### config.mk
export PLATFORM = sky130hd
export DESIGN_NAME = refgen_sequencer
export DESIGN_NICKNAME = d
export VERILOG_FILES = /design/src/core/refgen_pkg.sv /design/src/core/code_memory.sv /design/src/core/refgen_sequencer.sv
export SDC_FILE = /design/constraint.sdc
export NUM_CORES = 2
export LEC_CHECK = 0
export BUFFER_PORTS_ARGS = -buffer_cell sky130_fd_sc_hd__buf_2
export CORE_UTILIZATION = 36
export CTS_BUF_LIST = sky130_fd_sc_hd__clkbuf_8 sky130_fd_sc_hd__clkbuf_16
export DETAILED_ROUTE_END_ITERATION = 10
export PLACE_DENSITY = 0.6
export SYNTH_ARGS = -nofsm -noshare
export SYNTH_HDL_FRONTEND = slang
export SYNTH_SLANG_ARGS = --single-unit
export TNS_END_PERCENT = 5
### constraint.sdc
create_clock -name clk_i -period 88.3 [get_ports clk_i]
set_input_delay 8.83 -clock clk_i [delete_from_list [all_inputs] [get_ports clk_i]]
set_output_delay 8.83 -clock clk_i [all_outputs]
set_load 0.05 [all_outputs]
### src/core/refgen_pkg.sv
// Package: constants for the reference generator refresh sequencer.
// Assumes a 20 MHz system clock; all other timing is derived from it.
package refgen_pkg;
  localparam int CLK_HZ = 20_000_000;
  localparam int FRAME_BITS = 16;
  localparam int ADDR_HI = 14;
  localparam int ADDR_LO = 10;
  localparam int CODE_BITS = 10;
  localparam int CHAN_COUNT = 18;
  localparam int CHAN_BITS = 5;
  localparam logic [CODE_BITS-1:0] CODE_MID = 10'h200;
  localparam logic [CODE_BITS-1:0] CODE_RESET = 10'h000;
  localparam int CODE_FULL_SCALE = 1024;
  localparam int OSC_HZ = 21_000;
  localparam int OSC_HALF_CYCLES = CLK_HZ / (2 * OSC_HZ);
  localparam int STEP_MV = 2000;
  localparam int SPAN_MV_DEFAULT = 16000;
  localparam logic [15:0] WB_ADDR_CTRL = 16'h0000;
  localparam logic [15:0] WB_ADDR_STATUS = 16'h0004;
  localparam logic [15:0] WB_ADDR_CODE_BASE = 16'h0100;
  localparam int CTRL_SPAN_LSB = 0;
  typedef enum {ST_IDLE, ST_SHIFT} link_state_t;
endpackage

### src/core/code_memory.sv
// Code memory: one stored code per channel, registered read port.
// Assumes a single clock domain and one write per cycle.
`timescale 1ns/1ns
module code_memory #(
  parameter int DEPTH = 18,
  parameter int AW = 5,
  parameter int DW = 10
)(
  input wire logic clk_i,
  input wire logic we_i,
  input wire logic [AW-1:0] waddr_i,
  input wire logic [DW-1:0] wdata_i,
  input wire logic [AW-1:0] raddr_i,
  output logic [DW-1:0] rdata_o
);
  logic [DW-1:0] mem [DEPTH];

  always_ff @(posedge clk_i)
  begin
    if (we_i)
    begin
      mem[waddr_i] <= wdata_i;
    end
    rdata_o <= mem[raddr_i];
  end
endmodule

### src/core/refgen_sequencer.sv
// Top: serial frame receiver, code store, refresh clock and sequencer.
// Assumes serial and refresh pins are asynchronous; all are synchronised.
//
// Design decisions made here: the placing of the registers and the Wishbone slave port.
`timescale 1ns/1ns
module refgen_sequencer
  import refgen_pkg::*;
#(
  parameter int OSC_HALF = OSC_HALF_CYCLES
)(
  input wire logic clk_i,
  input wire logic rst_i,
  input wire logic frame_select_n_i,
  input wire logic serial_clk_i,
  input wire logic serial_in_i,
  output logic serial_chain_out_o,
  input wire logic refresh_clock_pin_i,
  output logic refresh_clock_pin_o,
  output logic refresh_clock_pin_oe_o,
  input wire logic refresh_source_select_i,
  output logic [CHAN_BITS-1:0] refresh_channel_o,
  output logic [CODE_BITS-1:0] converter_code_o,
  output logic hold_switch_closed_o,
  input wire logic wb_cyc_i,
  input wire logic wb_stb_i,
  input wire logic wb_we_i,
  input wire logic [15:0] wb_adr_i,
  input wire logic [3:0] wb_sel_i,
  input wire logic [31:0] wb_dat_i,
  output logic [31:0] wb_dat_o,
  output logic wb_ack_o
);
  import refgen_pkg::*;

  function automatic logic [CHAN_BITS-1:0] next_chan(
    input logic [CHAN_BITS-1:0] c);
    next_chan = (c == CHAN_BITS'(CHAN_COUNT - 1)) ? '0 : c + 1'b1;
  endfunction

  // Two-flop synchronisers
  logic [1:0] sel_n_sync_reg, sclk_sync_reg, sdi_sync_reg, ext_sync_reg;
  logic [1:0] src_sync_reg;
  always_ff @(posedge clk_i)
  begin
    sel_n_sync_reg <= {sel_n_sync_reg[0], frame_select_n_i};
    sclk_sync_reg <= {sclk_sync_reg[0], serial_clk_i};
    sdi_sync_reg <= {sdi_sync_reg[0], serial_in_i};
    ext_sync_reg <= {ext_sync_reg[0], refresh_clock_pin_i};
    src_sync_reg <= {src_sync_reg[0], refresh_source_select_i};
  end
  wire sel_n = sel_n_sync_reg[1];
  wire sclk = sclk_sync_reg[1];
  wire serial_in = sdi_sync_reg[1];

  logic sclk_d_reg, sel_n_d_reg;
  always_ff @(posedge clk_i)
  begin
    sclk_d_reg <= rst_i ? 1'b0 : sclk;
    sel_n_d_reg <= rst_i ? 1'b1 : sel_n;
  end
  wire sclk_rise = sclk & ~sclk_d_reg & ~sel_n;
  wire sclk_fall = ~sclk & sclk_d_reg & ~sel_n;
  wire frame_end = sel_n & ~sel_n_d_reg;

  // Serial shift register and chain output
  logic [FRAME_BITS-1:0] shift_reg;
  logic [4:0] bit_count_reg;
  always_ff @(posedge clk_i)
  begin
    if (rst_i)
    begin
      shift_reg <= '0;
      bit_count_reg <= '0;
      serial_chain_out_o <= 1'b0;
    end
    else
    begin
      if (sclk_rise)
      begin
        shift_reg <= {shift_reg[FRAME_BITS-2:0], serial_in};
        if (bit_count_reg != 5'h10)
        begin
          bit_count_reg <= bit_count_reg + 1'b1;
        end
      end
      // Bit 15 now holds the bit taken sixteen edges ago
      if (sclk_fall)
      begin
        serial_chain_out_o <= shift_reg[FRAME_BITS-1];
      end
      if (frame_end)
      begin
        bit_count_reg <= '0;
      end
    end
  end

  wire [CHAN_BITS-1:0] frame_chan = shift_reg[ADDR_HI:ADDR_LO];
  wire [CODE_BITS-1:0] frame_code = shift_reg[CODE_BITS-1:0];
  // Partial frames and out-of-range addresses are ignored
  wire frame_write = frame_end && bit_count_reg == 5'h10 &&
    frame_chan < CHAN_BITS'(CHAN_COUNT);

  // Software control: step span in mV for the slew limiter
  logic [15:0] span_mv_reg;
  wire wb_req = wb_cyc_i & wb_stb_i & ~wb_ack_o;
  // Write lands on the edge that sees ack, as the master expects
  wire wb_wr_ctrl = wb_cyc_i & wb_stb_i & wb_ack_o & wb_we_i &
    (wb_adr_i == WB_ADDR_CTRL);
  wire wb_code_hit = wb_adr_i >= WB_ADDR_CODE_BASE &&
    wb_adr_i < WB_ADDR_CODE_BASE + 16'(CHAN_COUNT * 4);
  wire [15:0] wb_code_off = wb_adr_i - WB_ADDR_CODE_BASE;

  // Code store, read by the refresh sequencer
  logic [CHAN_BITS-1:0] chan_reg;
  logic [CODE_BITS-1:0] mem_rdata;
  code_memory #(
    .DEPTH(CHAN_COUNT),
    .AW(CHAN_BITS),
    .DW(CODE_BITS)
  ) u_codes (
    .clk_i(clk_i),
    .we_i(frame_write),
    .waddr_i(frame_chan),
    .wdata_i(frame_code),
    .raddr_i(chan_reg),
    .rdata_o(mem_rdata)
  );

  // Internal oscillator and source selection
  logic [15:0] osc_count_reg;
  logic osc_reg, ext_mode_reg;
  always_ff @(posedge clk_i)
  begin
    if (rst_i)
    begin
      osc_count_reg <= '0;
      osc_reg <= 1'b0;
      ext_mode_reg <= 1'b0;
    end
    else
    begin
      ext_mode_reg <= src_sync_reg[1];
      if (osc_count_reg == 16'(OSC_HALF - 1))
      begin
        osc_count_reg <= '0;
        osc_reg <= ~osc_reg;
      end
      else
      begin
        osc_count_reg <= osc_count_reg + 1'b1;
      end
    end
  end
  wire refresh_clk = ext_mode_reg ? ext_sync_reg[1] : osc_reg;

  // Pin stays undriven until the first internal edge after reset
  logic pin_armed_reg, refresh_d_reg;
  always_ff @(posedge clk_i)
  begin
    if (rst_i)
    begin
      pin_armed_reg <= 1'b0;
      refresh_clock_pin_o <= 1'b0;
      refresh_clock_pin_oe_o <= 1'b0;
      // Low like the oscillator, so reset shows no false fall
      refresh_d_reg <= 1'b0;
    end
    else
    begin
      if (osc_count_reg == 16'(OSC_HALF - 1))
      begin
        pin_armed_reg <= 1'b1;
      end
      refresh_clock_pin_o <= osc_reg;
      refresh_clock_pin_oe_o <= pin_armed_reg & ~ext_mode_reg;
      refresh_d_reg <= refresh_clk;
    end
  end
  wire refresh_fall = refresh_d_reg & ~refresh_clk;
  wire refresh_rise = ~refresh_d_reg & refresh_clk;

  // Slew-limited converter code per refresh; one step per visit
  logic [CODE_BITS:0] step_code;
  always_comb
  begin
    step_code = (CODE_BITS+1)'((32'(CODE_FULL_SCALE) * STEP_MV) /
      ((span_mv_reg == 16'h0000) ? 32'd1 : 32'(span_mv_reg)));
  end
  logic [CODE_BITS-1:0] applied_reg [CHAN_COUNT];
  wire [CODE_BITS-1:0] cur = applied_reg[chan_reg];
  wire [CODE_BITS:0] up_lim = {1'b0, cur} + step_code;
  wire [CODE_BITS:0] dn_gap = {1'b0, cur} - {1'b0, mem_rdata};
  wire [CODE_BITS:0] up_gap = {1'b0, mem_rdata} - {1'b0, cur};
  wire [CODE_BITS-1:0] slewed =
    (mem_rdata > cur) ? ((up_gap > step_code) ? up_lim[CODE_BITS-1:0]
                                              : mem_rdata)
                      : ((dn_gap > step_code) ?
                          CODE_BITS'(cur - step_code[CODE_BITS-1:0])
                                              : mem_rdata);

  // Sequencer: switches close on falling edge, open on rising
  logic first_reg;
  always_ff @(posedge clk_i)
  begin
    if (rst_i)
    begin
      chan_reg <= '0;
      first_reg <= 1'b1;
      hold_switch_closed_o <= 1'b0;
      refresh_channel_o <= '0;
      converter_code_o <= CODE_RESET;
      for (int i = 0; i < CHAN_COUNT; i++)
      begin
        applied_reg[i] <= CODE_RESET;
      end
    end
    else if (refresh_fall)
    begin
      hold_switch_closed_o <= 1'b1;
      refresh_channel_o <= chan_reg;
      converter_code_o <= slewed;
      applied_reg[chan_reg] <= slewed;
      first_reg <= 1'b0;
    end
    else if (refresh_rise)
    begin
      hold_switch_closed_o <= 1'b0;
      if (!first_reg)
      begin
        chan_reg <= next_chan(chan_reg);
      end
    end
  end

  // Wishbone slave: one-cycle registered ack
  always_ff @(posedge clk_i)
  begin
    if (rst_i)
    begin
      wb_ack_o <= 1'b0;
      wb_dat_o <= '0;
      span_mv_reg <= 16'(SPAN_MV_DEFAULT);
    end
    else
    begin
      wb_ack_o <= wb_req;
      if (wb_wr_ctrl && wb_sel_i[0])
      begin
        span_mv_reg[7:0] <= wb_dat_i[7:0];
      end
      if (wb_wr_ctrl && wb_sel_i[1])
      begin
        span_mv_reg[15:8] <= wb_dat_i[15:8];
      end
      if (wb_req)
      begin
        if (wb_adr_i == WB_ADDR_CTRL)
          wb_dat_o <= {16'h0000, span_mv_reg};
        else if (wb_adr_i == WB_ADDR_STATUS)
          wb_dat_o <= {16'h0000, 8'h00, ext_mode_reg, hold_switch_closed_o,
                       1'b0, chan_reg};
        else if (wb_code_hit)
          wb_dat_o <= {22'h00_0000,
                       applied_reg[CHAN_BITS'(wb_code_off[15:2])]};
        else
          wb_dat_o <= 32'h0000_0000;
      end
    end
  end
endmodule

==> results.py <==
metrics = {
    "final_layout": {
        "fillCellCount": 14930,
        "area_growth_pct": 12.16,
        "largest_register_ffs": 320,
        "drive_gt1_share_pct": 16.80,
        "fin_cells": 8074,
        "nets": 6489,
    },
    "clocking": {
        "cts_tree": "built",
        "ctsLongestPathBuffers": 3,
        "cts.sinks": 626,
        "htree_levels": 2,
        "hold_buffers": 0,
        "cts.clk_slew.worst_paths_ns": 0.07,
        "cts_root_buf": "clkbuf_16",
        "cts_buffers": 54,
        "clk_latency_ns": 0.62,
    },
    "pwr": {
        "peakVddDrop_mv": 0.05076,
        "p_comb_share_pct": 43.5,
        "p_leak_nw": 24.49,
        "power_switching_share_pct": 35.77,
        "pwr-share-seq_pct": 31.3,
        "internal_power_uw": 662.1,
        "power.share.clock_pct": 25.2,
        "powerDensity_nw_per_um2": 16.66,
        "netSwitchingPower_uw": 368.7,
        "finalPower_mw": 1.031,
    },
    "sta": {
        "slew_headroom_pct": 10.81,
        "worstMarginPinSlew_ns": 1.333,
        "max_freq_mhz": 12.17,
        "layout_min_cycle_time_ns": 82.15,
        "hold_violations": 0,
        "setup_violations": 0,
        "timing.final.crit_share_pct": 93.04,
        "fin_skew_ns": 0.02954,
        "final_max_slew_viol_count": 0,
    },
    "yosys": {
        "ys_types": 124,
        "syn_inst": 5853,
        "yosys.area.top_type_share_pct": 27.21,
        "ys_ff_latch": 626,
        "synth_top_cell_by_area": "edfxtp_1",
        "synth_edf_count": 500,
        "ys.flop_type": "edfxtp_1",
        "yosysSeqAreaShare_pct": 31.79,
        "async_flop_share_pct": 0,
        "yosysWarnings": 0,
        "synth_area_per_cell_um2": 9.426,
        "synthTopCellsByCount": "nor2_1 (645), nand2_1 (524), edfxtp_1 (500)",
        "synth.most_common_cell": "nor2_1",
        "synth_area_um2": 55170,
        "synthTopCellsByArea": "edfxtp_1 (27%), mux4_2 (10%), ha_1 (9.6%), dfxtp_1 (4.6%), nor2_1 (4.4%)",
    },
    "setup_path": {
        "crit_type": "register to register",
        "slowest_stage": "or4_4",
        "endpoint_kind": "register",
        "critical-path-top-delay-family": "compound AO/OA/AOI/OAI gates",
        "cp_slowest_stage_delay_ns": 0.70,
        "cp-start-kind": "register",
        "cp.required_ns": 88.62,
        "timing.critical_path.mode_cell": "o21ai_0",
        "critical_path.max_fanout": 25,
        "arrival_ns": 82.47,
        "crit_buf_inv": 30,
    },
    "drt": {
        "topRoutingLayerUsed": "met4",
        "vias": 47230,
        "viasPerCell": 5.850,
        "ant_nets": 0,
        "wl_met1_um": 76370,
        "dr_wl_met3_um": 11140,
        "drcViolationCount": 0,
        "drt-initial-drc-count": 4519,
        "drt-pass1-iter-count": 6,
        "route.met2.wl_um": 76870,
        "wl_per_cell_um": 21.20,
        "routed_wl_um": 171200,
    },
    "run_status": {
        "status": "complete, no violations",
    },
    "global_route": {
        "grt_pass1_vias": 44930,
        "antenna_found_initial": 2,
        "grt.overflow.total": 0,
        "track_usage_pct": 21.30,
        "grt_pass1_wl_um": 262900,
        "grt_max_degree": 70,
    },
    "placed_design": {
        "dp_hpwl_um": 126300,
        "gp_congestion": 0.9155,
        "numPortBuffers": 79,
        "placed_cells": 7920,
    },
    "min_path": {
        "hp-class": "register to register",
    },
    "die": {
        "num_rows": 143,
        "core-area_um2": 152100,
        "die_w_um": 393.5,
        "start_util_pct": 36.28,
        "ios": 114,
        "fp.dieH_um": 393.5,
        "die-area_um2": 154800,
    },
    "run": {
        "maxCapViolCount": 0,
    },
}
## area by class of cell
class	count	area, µm²	area share, %
timing repair buffer	336	2459	3.973
antenna	1	2.502	0.004044
multi-input combinational	4769	36570	59.10
sequential	626	17550	28.36
clock inverter	37	445.4	0.7198
clock buffer	64	1500	2.424
inverter	210	807.0	1.304
timing repair inverter	1	7.507	0.01213
tap	2030	2540	4.104
## cell usage in the layout (no fill, tap or decap), types with 93 or more instances in the layout
cell type	count
buf_4	241
xnor2_1	201
dfxtp_1	121
ha_1	413
nand3_1	130
nor2_1	635
mux4_2	250
xor2_1	119
o21ai_0	296
a21oi_1	383
nor3_1	93
nand2b_1	139
nand2_1	521
edfxtp_1	500
inv_1	204
a21o_1	167
## worst reg2reg max path, delay by kind of cell, from the launching register on
kind            cells  cell delay [ns]
compound gates    226            41.13
simple gates      147            23.40
fa+ha+maj          30             9.73
buf+inv            30             4.70
mux                 7             2.30
flops               1             0.38
xor+xnor            1             0.20
## path summary, 6_finish.rpt
kind,slack [ns],from,cells past startpoint,to
setup / recovery,6.15,span_mv_reg[14],441,applied_reg[24][1]
hold / removal,0.32,sdi_sync_reg[0],0,sdi_sync_reg[1]
setup reg to reg,6.15,span_mv_reg[14],441,applied_reg[24][1]
hold reg to reg,0.32,sdi_sync_reg[0],0,sdi_sync_reg[1]
## cell families (layout without fill, tap and decap cells)
| family | after synthesis | in the layout | synth area share [%] |
|---|---|---|---|
| other | 1 | 18 | 0.006797 |
| xor gates and xnor gates | 320 | 320 | 5.080 |
| adders and majority gates | 429 | 429 | 9.783 |
| and+or+nand+nor | 2029 | 2029 | 17.91 |
| muxes | 411 | 411 | 13.34 |
| buffers and inverters | 475 | 648 | 3.468 |
| DFF | 626 | 626 | 31.79 |
| AOI/OAI and AO/OA | 1562 | 1563 | 18.63 |
## stage by stage
| step | area (µm²) | hold WS (ns) | setup slack, ns | util (%) | TNS, ns |
|---|---|---|---|---|---|
| after floorplan | 55250 | 0.3096 | 0.1053 | - | 0 |
| after global placement | 58760 | 0.3109 | 0.7394 | 38.64 | 0 |
| after detailed placement | 58760 | 0.3184 | 0.4614 | 38.64 | 0 |
| after CTS | 60710 | 0.3253 | 0.07654 | 39.92 | 0 |
| after global routing | 61880 | 0.3396 | -0.3090 | 40.69 | -48.11 |
| final | 61880 | 0.3241 | 6.146 | 40.69 | 0 |
## repair_timing
action	in CTS	in global routing
endpoints found under the setup margin	75	330
pin swaps	0	32
resized for setup	1	196
setup buffers	0	48
gates cloned	0	4
## power groups by stage
| stage | combinational, mW | clock [mW] | sequential (mW) |
|---|---|---|---|
| 3_5_place_dp | 0.422 | 0 | 0.330 |
| 2_1_floorplan | 0.298 | 0 | 0.331 |
| 4_1_cts | 0.427 | 0.263 | 0.323 |
| 3_3_place_gp | 0.422 | 0 | 0.329 |
| 5_1_grt | 0.494 | 0.273 | 0.323 |
| 6_report | 0.448 | 0.260 | 0.323 |
## metal layers
metal  GRT usage (%)  vias to the layer above
li1                -                    22370
met1           29.70                    22960
met2           34.26                     1603
met3           2.177                      298
met4           7.428                        0
met5               0                        -
(Power assumes the default switching activity.)
